### config.mk
export PLATFORM = sky130hd
export DESIGN_NAME = adc_channel_trigger_control
export DESIGN_NICKNAME = d
export VERILOG_FILES = /design/src/logic/adc_ctrl_pkg.sv /design/src/logic/adc_channel_trigger_control.sv /design/src/logic/conv_tick_gen.sv
export VERILOG_INCLUDE_DIRS = /design/src /design/src/logic
export SDC_FILE = /design/constraint.sdc
export NUM_CORES = 1
export LEC_CHECK = 0
export BUFFER_PORTS_ARGS = -buffer_cell sky130_fd_sc_hd__buf_4
export CAP_MARGIN = 20
export CORE_MARGIN = 5
export CORE_UTILIZATION = 40
export DETAILED_ROUTE_END_ITERATION = 12
export GPL_ROUTABILITY_DRIVEN = 0
export MAX_ROUTING_LAYER = met4
export SYNTH_ARGS = -nofsm -noshare
export SYNTH_HDL_FRONTEND = slang
export SYNTH_HIERARCHICAL = 1
export SYNTH_SLANG_ARGS = --single-unit
### constraint.sdc
create_clock -name CLK_I -period 3.47 [get_ports CLK_I]
set_input_delay 0.694 -clock CLK_I [delete_from_list [all_inputs] [get_ports CLK_I]]
set_output_delay 0.694 -clock CLK_I [all_outputs]
set_load 0.03 [all_outputs]
### src/logic/adc_ctrl_defs.svh
/*
 * register offsets, field positions, reset values and timing counts
 * for the converter control block.
 * assumes: included by bare name from the design files.
 */
`ifndef ADC_CTRL_DEFS_SVH
`define ADC_CTRL_DEFS_SVH

// ------------------------------------------------------------
// register offsets (3-bit index)
// ------------------------------------------------------------
`define OFS_STAT_CTRL_1 3'h0
`define OFS_STAT_CTRL_2 3'h1
`define OFS_CONFIG 3'h2
`define OFS_RESULT_HIGH 3'h3
`define OFS_RESULT_LOW 3'h4
`define OFS_CMP_HIGH 3'h5
`define OFS_CMP_LOW 3'h6
`define OFS_CLOCK_GATE 3'h7

// ------------------------------------------------------------
// field positions
// ------------------------------------------------------------
`define BIT_DONE 7
`define BIT_IRQ_EN 6
`define BIT_CONT 5
`define BIT_HW_TRIG 6
`define BIT_CMP_EN 5
`define BIT_CMP_GE 4
`define BIT_GATE 0

// ------------------------------------------------------------
// reset values and codes
// ------------------------------------------------------------
`define RST_CHANNEL 5'h1f
`define RST_GATE 1'b1
`define CH_OFF 5'h1f
`define CH_REF_OUT 5'h13
`define CH_BIAS 5'h17
`define CH_LEVEL_ONE 5'h18
`define CH_TEMP 5'h1a
`define CH_BANDGAP 5'h1b
`define CH_REF_HIGH 5'h1d
`define CH_REF_LOW 5'h1e
`define CH_LAST_PIN 5'h0c
`define PIN_MAP 13'h1ff1

// ------------------------------------------------------------
// timing: conversion length in conversion clock ticks
// ------------------------------------------------------------
`define CONV_TICKS 5'h11

`endif

### src/logic/adc_ctrl_pkg.sv
/*
 * types shared by the converter control block.
 * assumes: nothing beyond the compile order.
 */
package adc_ctrl_pkg;
    // engine state
    typedef enum logic [0:0] {
        ST_IDLE = 1'b0,
        ST_CONV = 1'b1
    } conv_state_e;

    // conversion clock source
    typedef enum logic [1:0] {
        SRC_BUS = 2'b00,
        SRC_BUS_DIV2 = 2'b01,
        SRC_ALT = 2'b10,
        SRC_ASYNC = 2'b11
    } clk_src_e;

    // result width mode
    typedef enum logic [1:0] {
        MODE_8 = 2'b00,
        MODE_12 = 2'b01,
        MODE_10 = 2'b10,
        MODE_RSVD = 2'b11
    } res_mode_e;
endpackage

### src/logic/adc_channel_trigger_control.sv
/*
 * control logic of a 12-bit successive-approximation converter:
 * clock gate, clock source select, channel decode, triggers, result
 * shaping, compare and completion flag.
 * assumes: the analog core presents its code on ANA_DATA_I when a
 * conversion ends; all inputs are synchronous to CLK_I.
 */
// Implementation choices: the register offsets and the plain strobed port.
// Operation
// - clock gate bit set after reset
// - cleared gate stops module clock
// - pin codes 0, 4-11, 12 decoded
// - reserved codes still convert, result undefined
// - internal channel codes decoded
// - four conversion clock sources
// - alternate clock is external reference out
// - time-of-day match starts conversion
// - trigger not gated by match interrupt
// - trigger works in low-power modes
// - single and continuous conversion
// - 12, 10, 8 bit right-justified results
// - compare less-than or greater-or-equal
// - keeps running in wait, partial stop
// - up to 28 inputs by channel select
// - all-ones code powers down, ends continuous
// - control write aborts and restarts
// - done flag set and clear
// - interrupt when done and enabled
`timescale 1ns/1ps
`include "adc_ctrl_defs.svh"
module adc_channel_trigger_control #(
    parameter logic [4:0] CONV_TICKS = `CONV_TICKS
) (
    // clock and reset
    input wire logic CLK_I,
    input wire logic RST_I,
    // register port
    input wire logic [2:0] ADDR_I,
    input wire logic [7:0] WDATA_I,
    input wire logic WR_I,
    input wire logic RD_I,
    output logic [7:0] RDATA_O,
    // conversion clock sources
    input wire logic ASYNC_CONV_CLOCK_I,
    input wire logic EXT_REF_CLOCK_OUT_I,
    // time-of-day unit
    input wire logic TOD_MATCH_I,
    // analog core
    input wire logic [11:0] ANA_DATA_I,
    output logic BUS_CLK_EN_O,
    output logic CONV_ACTIVE_O,
    output logic POWER_DOWN_O,
    output logic [4:0] CHANNEL_O,
    output logic [12:0] PIN_EN_O,
    output logic [6:0] INT_SEL_O,
    output logic RESERVED_O,
    // interrupt
    output logic IRQ_O
);
    // ------------------------------------------------------------
    // registers
    // ------------------------------------------------------------
    logic [4:0] ch_q;
    logic irq_en_q;
    logic cont_q;
    logic done_q;
    logic done_d;
    logic trig_sel_q;
    logic cmp_en_q;
    logic cmp_ge_q;
    logic [1:0] mode_q;
    logic [1:0] src_q;
    logic [11:0] res_q;
    logic [11:0] cv_q;
    logic gate_q;
    logic [7:0] rdata_q;
    adc_ctrl_pkg::conv_state_e st_q;
    adc_ctrl_pkg::conv_state_e st_d;
    logic [4:0] cnt_q;
    logic [4:0] cnt_d;
    logic tick;
    logic [11:0] shaped;

    // ------------------------------------------------------------
    // bus decode
    // ------------------------------------------------------------
    // writes to the module need its clock, except the gate itself
    wire wr_any = WR_I & gate_q;
    wire wr_sc1 = wr_any && (ADDR_I == `OFS_STAT_CTRL_1);
    wire wr_sc2 = wr_any && (ADDR_I == `OFS_STAT_CTRL_2);
    wire wr_cfg = wr_any && (ADDR_I == `OFS_CONFIG);
    wire wr_cvh = wr_any && (ADDR_I == `OFS_CMP_HIGH);
    wire wr_cvl = wr_any && (ADDR_I == `OFS_CMP_LOW);
    wire wr_gate = WR_I && (ADDR_I == `OFS_CLOCK_GATE);
    wire rd_resl = RD_I && (ADDR_I == `OFS_RESULT_LOW);
    wire sw_start = wr_sc1 && (WDATA_I[4:0] != `CH_OFF);

    // ------------------------------------------------------------
    // channel decode
    // ------------------------------------------------------------
    wire ch_off = (ch_q == `CH_OFF);
    logic [12:0] pin_hit;
    localparam logic [12:0] PIN_MAP_L = `PIN_MAP;
    genvar gi;
    generate
        for (gi = 0; gi < 13; gi++) begin : g_pin
            assign pin_hit[gi] = (ch_q == 5'(gi)) && PIN_MAP_L[gi];
        end
    endgenerate
    // internal sources; reference high and low
    assign INT_SEL_O[0] = (ch_q == `CH_REF_OUT);
    assign INT_SEL_O[1] = (ch_q == `CH_BIAS);
    assign INT_SEL_O[2] = (ch_q == `CH_LEVEL_ONE);
    assign INT_SEL_O[3] = (ch_q == `CH_TEMP);
    assign INT_SEL_O[4] = (ch_q == `CH_BANDGAP);
    assign INT_SEL_O[5] = (ch_q == `CH_REF_HIGH);
    assign INT_SEL_O[6] = (ch_q == `CH_REF_LOW);
    assign PIN_EN_O = pin_hit;
    // reserved codes flagged, but conversion proceeds
    assign RESERVED_O = ~|pin_hit & ~|INT_SEL_O & ~ch_off;
    // selected input code to the analog mux
    assign CHANNEL_O = ch_q;
    // all ones isolates and powers down
    assign POWER_DOWN_O = ch_off;

    // ------------------------------------------------------------
    // conversion clock
    // ------------------------------------------------------------
    // source select; alternate is external reference out
    conv_tick_gen u_tick (
        .clk_i(CLK_I),
        .rst_i(RST_I),
        .src_i(src_q),
        .async_clk_i(ASYNC_CONV_CLOCK_I),
        .alt_clk_i(EXT_REF_CLOCK_OUT_I),
        .tick_o(tick)
    );

    // ------------------------------------------------------------
    // engine
    // ------------------------------------------------------------
    // match starts conversion; no interrupt enable in the path
    wire hw_start = TOD_MATCH_I && trig_sel_q && (st_q == adc_ctrl_pkg::ST_IDLE) && !ch_off;
    wire finish = (st_q == adc_ctrl_pkg::ST_CONV) && tick && (cnt_q == CONV_TICKS - 5'h01);
    // a finish in the cycle of a control write is aborted by it
    wire finish_ok = finish && !wr_sc1 && gate_q;

    always_comb begin
        case (adc_ctrl_pkg::res_mode_e'(mode_q))
            adc_ctrl_pkg::MODE_12: shaped = ANA_DATA_I;
            adc_ctrl_pkg::MODE_10: shaped = {2'h0, ANA_DATA_I[11:2]};
            adc_ctrl_pkg::MODE_8: shaped = {4'h0, ANA_DATA_I[11:4]};
            default: shaped = {4'h0, ANA_DATA_I[11:4]};
        endcase
    end

    wire cmp_true = cmp_ge_q ? (shaped >= cv_q) : (shaped < cv_q);
    // completion counts only if compare holds when enabled
    wire done_set = finish_ok && (!cmp_en_q || cmp_true);

    // next state of the engine
    always_comb begin
        st_d = st_q;
        cnt_d = cnt_q;
        if (!gate_q) begin
            // no module clock, engine frozen idle
            st_d = adc_ctrl_pkg::ST_IDLE;
            cnt_d = 5'h00;
        end else if (wr_sc1) begin
            // abort and restart; all ones just stops
            st_d = sw_start ? adc_ctrl_pkg::ST_CONV : adc_ctrl_pkg::ST_IDLE;
            cnt_d = 5'h00;
        end else if (hw_start) begin
            st_d = adc_ctrl_pkg::ST_CONV;
            cnt_d = 5'h00;
        end else if (finish) begin
            // continuous reruns, single drops to idle
            st_d = cont_q ? adc_ctrl_pkg::ST_CONV : adc_ctrl_pkg::ST_IDLE;
            cnt_d = 5'h00;
        end else if ((st_q == adc_ctrl_pkg::ST_CONV) && tick) begin
            cnt_d = cnt_q + 5'h01;
        end
    end

    // set wins over a result read in the same cycle
    assign done_d = done_set | (done_q & ~wr_sc1 & ~rd_resl);

    always_ff @(posedge CLK_I or posedge RST_I) begin
        if (RST_I) begin
            st_q <= adc_ctrl_pkg::ST_IDLE;
            cnt_q <= 5'h00;
            done_q <= 1'b0;
            res_q <= 12'h000;
        end else begin
            st_q <= st_d;
            cnt_q <= cnt_d;
            done_q <= done_d;
            if (done_set) begin
                res_q <= shaped;
            end
        end
    end

    // ------------------------------------------------------------
    // software registers
    // ------------------------------------------------------------
    // gate comes out of reset set
    always_ff @(posedge CLK_I or posedge RST_I) begin
        if (RST_I) begin
            gate_q <= `RST_GATE;
        end else if (wr_gate) begin
            gate_q <= WDATA_I[`BIT_GATE];
        end
    end

    // control and configuration fields
    always_ff @(posedge CLK_I or posedge RST_I) begin
        if (RST_I) begin
            ch_q <= `RST_CHANNEL;
            irq_en_q <= 1'b0;
            cont_q <= 1'b0;
            trig_sel_q <= 1'b0;
            cmp_en_q <= 1'b0;
            cmp_ge_q <= 1'b0;
            mode_q <= 2'h0;
            src_q <= 2'h0;
            cv_q <= 12'h000;
        end else begin
            if (wr_sc1) begin
                ch_q <= WDATA_I[4:0];
                irq_en_q <= WDATA_I[`BIT_IRQ_EN];
                cont_q <= WDATA_I[`BIT_CONT];
            end
            if (wr_sc2) begin
                trig_sel_q <= WDATA_I[`BIT_HW_TRIG];
                cmp_en_q <= WDATA_I[`BIT_CMP_EN];
                cmp_ge_q <= WDATA_I[`BIT_CMP_GE];
            end
            if (wr_cfg) begin
                mode_q <= WDATA_I[3:2];
                src_q <= WDATA_I[1:0];
            end
            if (wr_cvh) begin
                cv_q[11:8] <= WDATA_I[3:0];
            end
            if (wr_cvl) begin
                cv_q[7:0] <= WDATA_I;
            end
        end
    end

    // read mux, answered in the following cycle
    logic [7:0] rmux;
    always_comb begin
        case (ADDR_I)
            `OFS_STAT_CTRL_1: rmux = {done_q, irq_en_q, cont_q, ch_q};
            `OFS_STAT_CTRL_2: rmux = {1'b0, trig_sel_q, cmp_en_q, cmp_ge_q, 4'h0};
            `OFS_CONFIG: rmux = {4'h0, mode_q, src_q};
            `OFS_RESULT_HIGH: rmux = {4'h0, res_q[11:8]};
            `OFS_RESULT_LOW: rmux = res_q[7:0];
            `OFS_CMP_HIGH: rmux = {4'h0, cv_q[11:8]};
            `OFS_CMP_LOW: rmux = cv_q[7:0];
            `OFS_CLOCK_GATE: rmux = {7'h00, gate_q};
            default: rmux = 8'h00;
        endcase
    end

    always_ff @(posedge CLK_I or posedge RST_I) begin
        if (RST_I) begin
            rdata_q <= 8'h00;
        end else if (RD_I) begin
            rdata_q <= rmux;
        end else begin
            rdata_q <= 8'h00;
        end
    end

    // ------------------------------------------------------------
    // outputs
    // ------------------------------------------------------------
    assign RDATA_O = rdata_q;
    // gate drives the module clock enable
    assign BUS_CLK_EN_O = gate_q;
    assign CONV_ACTIVE_O = (st_q == adc_ctrl_pkg::ST_CONV);
    // level interrupt from flag and enable
    assign IRQ_O = done_q & irq_en_q;

    // ------------------------------------------------------------
    // assertions
    // ------------------------------------------------------------
    gate_stops_engine_a: assert property (
        @(posedge CLK_I) disable iff (RST_I)
        !gate_q |=> !CONV_ACTIVE_O)
        else $error("engine ran with clock gate off");

    pin_onehot_a: assert property (
        @(posedge CLK_I) disable iff (RST_I)
        $onehot0(PIN_EN_O) && ((ch_q != 5'h04) || PIN_EN_O[4]))
        else $error("pin decode wrong");

    trig_start_a: assert property (
        @(posedge CLK_I) disable iff (RST_I)
        (hw_start && gate_q && !WR_I) |=> CONV_ACTIVE_O && (cnt_q == 5'h00))
        else $error("match did not start a conversion");

    single_idle_a: assert property (
        @(posedge CLK_I) disable iff (RST_I)
        (finish && !cont_q && !wr_sc1 && gate_q) |=> !CONV_ACTIVE_O)
        else $error("single conversion did not return idle");

    cmp_gates_done_a: assert property (
        @(posedge CLK_I) disable iff (RST_I)
        ($rose(done_q) && cmp_en_q) |-> (cmp_ge_q ? (res_q >= cv_q) : (res_q < cv_q)))
        else $error("done set with compare false");

    off_stops_a: assert property (
        @(posedge CLK_I) disable iff (RST_I)
        (wr_sc1 && (WDATA_I[4:0] == `CH_OFF)) |=> !CONV_ACTIVE_O ##1 (!CONV_ACTIVE_O || $past(wr_sc1)))
        else $error("all-ones code left conversion running");

    write_restart_a: assert property (
        @(posedge CLK_I) disable iff (RST_I)
        sw_start |=> CONV_ACTIVE_O && (cnt_q == 5'h00) && !done_q)
        else $error("control write did not restart");

    done_clear_a: assert property (
        @(posedge CLK_I) disable iff (RST_I)
        (rd_resl && !done_set) |=> !done_q)
        else $error("result read left done flag set");

    irq_follow_a: assert property (
        @(posedge CLK_I) disable iff (RST_I)
        ($rose(done_q) && irq_en_q) |-> IRQ_O)
        else $error("interrupt missing on completion");
endmodule // adc_channel_trigger_control

### src/logic/conv_tick_gen.sv
/*
 * conversion clock tick generator: one enable pulse per period of the
 * selected conversion clock source.
 * assumes: alternate and async clock inputs are slow, synchronous levels.
 */
`timescale 1ns/1ps
module conv_tick_gen (
    // clock and reset
    input wire logic clk_i,
    input wire logic rst_i,
    // source selection
    input wire logic [1:0] src_i,
    input wire logic async_clk_i,
    input wire logic alt_clk_i,
    // tick out
    output logic tick_o
);
    logic div_q;
    logic async_q;
    logic alt_q;
    wire async_rise = async_clk_i & ~async_q;
    wire alt_rise = alt_clk_i & ~alt_q;

    // ------------------------------------------------------------
    // divider and edge history
    // ------------------------------------------------------------
    always_ff @(posedge clk_i or posedge rst_i) begin
        if (rst_i) begin
            div_q <= 1'b0;
            async_q <= 1'b0;
            alt_q <= 1'b0;
        end else begin
            div_q <= ~div_q;
            async_q <= async_clk_i;
            alt_q <= alt_clk_i;
        end
    end

    always_comb begin
        case (adc_ctrl_pkg::clk_src_e'(src_i))
            adc_ctrl_pkg::SRC_BUS: tick_o = 1'b1;
            adc_ctrl_pkg::SRC_BUS_DIV2: tick_o = div_q;
            adc_ctrl_pkg::SRC_ALT: tick_o = alt_rise;
            adc_ctrl_pkg::SRC_ASYNC: tick_o = async_rise;
            default: tick_o = 1'b0;
        endcase
    end
endmodule // conv_tick_gen

==> results of run 1 <==
==> stage by stage <==
step / power, mW / setup slack (ns)
after detailed placement: 2.13 / 0.166
after global placement: 2.11 / 0.261
after global routing: 2.97 / 0.0216
after CTS: 2.79 / 0.144
after floorplan: 1.79 / 0.352
final: 2.77 / 0.239
==> routing by layer <==
layer | vias up | global-route usage, % | part of all wire (%)
met1 | 1328 | 24.7 | 49
met2 | 85 | 25.5 | 44
met3 | 14 | 3.51 | 5.6
li1 | 1402 | - | -
met4 | 0 | 6.75 | 2.1
met5 | - | - | 0
==> cells in the mapped netlist, types with 2 or more instances <==
cell      count  area, um^2
and3_1        2        12.5
mux2i_1       2        20.0
a22oi_1      17         128
ha_1         16         200
dfstp_2       6         158
clkbuf_1     15        56.3
o21ai_1       2        10.0
nor2b_1       2        12.5
nand4_1       7        43.8
nand2_1      41         154
dfrtp_1      51        1280
or3_1         2        12.5
nor4_1        2        12.5
and2_1        9        56.3
buf_4         3        22.5
nor2_1       30         113
mux2_4        8         120
a21oi_1      18        90.1
inv_1        26        97.6
o21ai_0      36         180
mux2_2       10         113
buf_2         2        10.0
nand2b_1      6        37.5
o21a_1        2        15.0
mux2_1        4        45.0
nor3_1       11        55.1
nand3b_1      5        37.5
o221ai_1      3        26.3
nand3_1       7        35.0
xor2_1        3        26.3
==> final cells by class <==
type	instances	area share (%)
Clock buffer	14	4.19
Timing Repair Buffer	68	12.4
Clock inverter	2	0.850
Multi-Input combinational cell	266	42.2
Sequential cell	57	34.8
Tap cell	105	3.19
Inverter	26	2.37
==> flip-flops by register name, summed over array words and instances, names as in the netlist <==
| register | cells |
|---|---|
| u_tick/alt_q | 1 |
| u_tick/div_q | 1 |
| done_q | 1 |
| cnt_q | 5 |
| trig_sel_q | 1 |
| BUS_CLK_EN_O | 1 |
| CHANNEL_O | 5 |
| CONV_ACTIVE_O | 1 |
| src_q | 2 |
| mode_q | 2 |
| u_tick/async_q | 1 |
| cv_q | 12 |
| cmp_en_q | 1 |
| irq_en_q | 1 |
| cont_q | 1 |
| cmp_ge_q | 1 |
| res_q | 12 |
| RDATA_O | 8 |
==> kinds of logic (layout without fill, tap and decap cells) <==
| group | Yosys count | in the layout | share of synthesized area (%) |
|---|---|---|---|
| compound gates | 87 | 87 | 15.7 |
| xor+xnor | 4 | 4 | 1.04 |
| fa+ha+maj | 16 | 16 | 5.94 |
| buf+inv | 48 | 110 | 6.24 |
| flops | 57 | 57 | 42.5 |
| mux | 24 | 24 | 8.83 |
| other cells | 1 | 3 | 0.111 |
| simple gates | 132 | 132 | 19.6 |
==> placed cells by master (no fill, tap or decap), drive strengths merged, types with 2 or more instances in the layout <==
| cell type | n |
|---|---|
| and3 | 2 |
| mux2 | 22 |
| dfstp | 6 |
| nor2 | 30 |
| mux2i | 2 |
| o221ai | 3 |
| dfrtp | 51 |
| clkbuf | 14 |
| nor3 | 11 |
| nor4 | 2 |
| buf | 68 |
| nand2 | 41 |
| or2 | 2 |
| a21oi | 18 |
| nand3 | 8 |
| o21ai | 38 |
| a22oi | 17 |
| or3 | 2 |
| nand4 | 7 |
| xor2 | 3 |
| ha | 16 |
| conb | 3 |
| and2 | 9 |
| nand2b | 6 |
| inv | 26 |
| nor2b | 3 |
| nand3b | 5 |
| o21a | 2 |
==> worst max-delay path, cell delays in order, from the launching register on <==
cell and delay [ns]:
dfrtp_1 0.38, inv_1 0.09, ha_1 0.35, a22oi_1 0.14, o21ai_0 0.32, ha_1 0.32
nor2b_4 0.13, o211ai_2 0.12, a211oi_1 0.10, or4_4 0.55, nand3_4 0.25, mux2_1 0.35
==> worst paths after layout <==
path	slack (ns)	from	depth (start not counted)	endpoint
worst max-delay path	0.24	mode_q[0]	11	res_q[2]
worst min register to register	0.45	u_tick/div_q	1	u_tick/div_q
max in group asynchronous	2.26	RST_I	3	BUS_CLK_EN_O
worst min-delay path	0.24	RST_I	2	u_tick/div_q
worst max register to register	0.24	mode_q[0]	11	res_q[2]
min in group CLK_I	0.45	u_tick/div_q	1	u_tick/div_q
==> power groups by stage <==
stage | clock (mW) | sequential [mW] | combinational, mW
floorplan | 0 | 0.981 | 0.805
global route | 0.703 | 1.00 | 1.26
detailed placement | 0 | 0.990 | 1.14
finish | 0.654 | 0.977 | 1.14
global placement | 0 | 0.987 | 1.12
CTS | 0.668 | 0.977 | 1.14
==> results.cfg, run 1 <==
[cts]
cts_buffers = 9
clkLatencyLatePin_ns = 0.34
cts_sinks = 57
cts_buffer_depth = 2
cts_tree = built
clk_pin_slew_ns = 0.06
root_buffer = clkbuf_8
postCtsHoldBufs = 0
post_cts_buffers = 0
htree_levels = 3
cts-resized-gates = 0

[sta]
worstMarginPinSlew_ns = 0.779
setup_viol = 0
drv_slew = 0
fmax_ghz = 0.310
fin_skew_ns = 0.00767
rsz0062_at_grt = no
hold_viol = 0
min_period_ns = 3.23
slew_headroom_pct = 48.0
holdWs_ns = 0.238
tns_ns = 0
period_share_pct = 93.1

[synthesis]
synthArstFlopShare_pct = 100
synth_warnings = 6
synth_flop_cell = dfrtp_1
synth_cell_type_count = 51
ys_seq_area_share_pct = 42.5
synth_cells = 369
synth_area_um2 = 3370
synth-seq-cells = 57
avgSynthCellArea_um2 = 9.13
synth_edf_count = 0

[grt]
grt_pass1_vias = 2670
grt_max_degree = 37
grt_pass1_wl_um = 13700
overflow = 0
grtUsageTotal_pct = 17.8
antenna_found_initial = 0

[detailed_routing]
drtAntennaViolNets = 0
vias = 2829
dr.pass1.iters = 4
viasPerCell = 5.26
route.detailed.wl_per_inst_um = 16.1
totalWireLength_um = 8670
drt-initial-drc-count = 133
drc_errors = 0

[floorplanning]
die_w_um = 102
dieArea_um2 = 10400
start_util_pct = 41.0
die-height_um = 102
core.rowCount = 33
boundaryPins = 68
design.core.area_um2 = 8220

[worst_setup_path]
required_ns = 3.69
crit_type = register to register
start_kind = register
cp-end-kind = register
arrival_ns = 3.45
path_max_fanout = 13

[placed_design]
placed_cell_area_um2 = 3910
io_buffers = 64
place_inst = 522
dp_hpwl_um = 6610

[cells_and_area]
area_delta_synth_final_pct = 22.3
multi_input_area_um2 = 1740
drive_gt1_share_pct = 25.9
final-seq-area_um2 = 1430
design_area_um2 = 4120
fillers = 775
diodes = 0
final_cell_count_no_fill = 538
fin_nets = 474
fin_util_pct = 50.2

[power_and_ir_drop]
leakagePower_nw = 1.94
power.switching_mw = 1.10
p_comb_share_pct = 41.2
switching_share_pct = 39.8
sequentialPowerShare_pct = 35.2
p_per_area_nw_per_um2 = 673
clock_power_share_pct = 23.6
ir_worst_vdd_uv = 289
p_int_mw = 1.67

[run_status]
run_status = completed

[min_path]
hold_class = input pin to async pin

[flow_run]
max-cap-violations = 0
Power figures use the tool's default switching activity.
==> run 2: changes to the inputs <==
CORE_ASPECT_RATIO = 0.75   (was unset)
SKIP_LAST_GASP = 1   (was unset)
==> run 2 against run 1 <==
Critical path depth stayed put; clock power is 40% higher; design area is 2.5% higher; core utilization is 0.48 points higher; sequential share of layout area is 0.86 points lower; clock-buffer cell count stayed put.
==> results.cfg, run 2 (synthesis gave the netlist of run 1 again) <==
[detailed_routing]
vias = 2793
route.detailed.wl_per_inst_um = 16.5
drc_errors = 0
drtAntennaViolNets = 0
drt-initial-drc-count = 133
viasPerCell = 5.16
totalWireLength_um = 8950
dr.pass1.iters = 5

[grt]
grtUsageTotal_pct = 18.8
grt_pass1_vias = 2762
grt_pass1_wl_um = 14300
grt_max_degree = 30
overflow = 0
antenna_found_initial = 0

[worst_setup_path]
required_ns = 3.69
r2r-start = mode_q[1]
r2r_end = res_q[3]
cp-end-kind = register
crit_path_top_delay_cell = o311ai_1
r2r_cells = 11
slowest_delay_ns = 0.40
path_max_fanout = 13
r2r_slack_ns = 0.24
crit_type = register to register
arrival_ns = 3.45
crit_top_cell = ha_1
crit_chain = inv_1 > ha_1 > a22oi_1 > o21ai_0 > ha_1 > a21oi_1 > o21a_1 > nor2_1 > o311ai_1 > nand3_4 > mux2_1
start_kind = register

[floorplanning]
dieArea_um2 = 10400
start_util_pct = 40.4
design.core.area_um2 = 8350
die_w_um = 116
core.rowCount = 29
boundaryPins = 68
die-height_um = 89.5

[cts]
htree_levels = 3
cts_buffers = 9
root_buffer = clkbuf_16
clk_pin_slew_ns = 0.05
cts_buffer_depth = 2
cts_sinks = 57
clkLatencyLatePin_ns = 0.34
post_cts_buffers = 0
cts_tree = built

[placed_design]
placed_cell_area_um2 = 3910
dp_hpwl_um = 6780
io_buffers = 64

[sta]
period_share_pct = 93.2
rsz0062_at_grt = no
tns_ns = 0
fin_skew_ns = 0.00842
min_period_ns = 3.23
setup_viol = 0
hold_viol = 0
fmax_ghz = 0.309
worstMarginPinSlew_ns = 0.672
slew_headroom_pct = 54.9
drv_slew = 0

[flow_run]
max-cap-violations = 0

[cells_and_area]
area_delta_synth_final_pct = 25.4
diodes = 0
fin_nets = 474
drive_gt1_share_pct = 25.9
final_common_cell = buf_4
design_area_um2 = 4230
layout_common_cells = buf_4 (68), dfrtp_1 (51), nand2_1 (41)

[power_and_ir_drop]
p_per_area_nw_per_um2 = 722
leakagePower_nw = 1.99
ir_worst_vdd_uv = 356

[min_path]
hold_class = input pin to async pin

[run_status]
run_status = completed
run 2: how the worst max path moves through the flow:
| stage | from | end | slack, ns | depth (start not counted) |
|---|---|---|---|---|
| floorplan | mode_q[0] | res_q[10] | 0.35 | 14 |
| global placement | mode_q[0] | res_q[2] | 0.22 | 10 |
| detailed placement | mode_q[1] | res_q[3] | 0.16 | 11 |
| CTS | mode_q[1] | res_q[3] | 0.15 | 11 |
| global route | mode_q[0] | res_q[1] | 0.04 | 11 |
| finish | mode_q[1] | res_q[3] | 0.24 | 11 |
run 2: area by class of cell:
class / instances / area [um^2]
clock buffers: 14 / 274
well taps: 108 / 135
clock inverters: 2 / 35.0
repair buffers: 68 / 510
inverters: 26 / 97.6
multi-input cells: 266 / 1740
fillers: 822 / 4120
flip-flops and latches: 57 / 1430
run 2: critical path: cells and delay by family, from the launching register on:
kind,cells,cell delay [ns]
AND/OR/NAND/NOR,2,0.37
adder cells (fa/ha/maj),2,0.72
multiplexers,1,0.40
AO/OA/AOI/OAI,5,1.16
buffers and inverters,1,0.09
flip-flops,1,0.38
run 2: repair_timing:
action / CTS / global route
endpoints found under the setup margin: 0 / 3
resized for setup: 0 / 1
hold buffers: 0 / 0
run 2: report_power, final:
group / switching, mW / internal [mW]
Combinational: 0.697 / 0.460
Sequential: 0.159 / 0.822
Clock: 0.300 / 0.613
run 2: routing by layer:
| layer | up-vias | GRT usage, % | share of wire [%] |
|---|---|---|---|
| met5 | - | - | 0 |
| met4 | 0 | 5.06 | 0.078 |
| li1 | 1412 | - | - |
| met3 | 2 | 4.94 | 5.8 |
| met2 | 67 | 26.5 | 45 |
| met1 | 1312 | 26.7 | 49 |
run 2: metrics by stage:
step                      utilization [%]  hold slack (ns)  std cells  worst slack [ns]  power, mW
after floorplan                         -            0.415        371             0.352       1.79
after global placement               46.9            0.430        525             0.220       2.12
after detailed placement             46.9            0.438        525             0.158       2.13
after CTS                            50.6            0.231        541             0.148       3.07
after global routing                 50.7            0.241        541            0.0398       3.26
final                                50.7            0.235        541             0.237       3.05
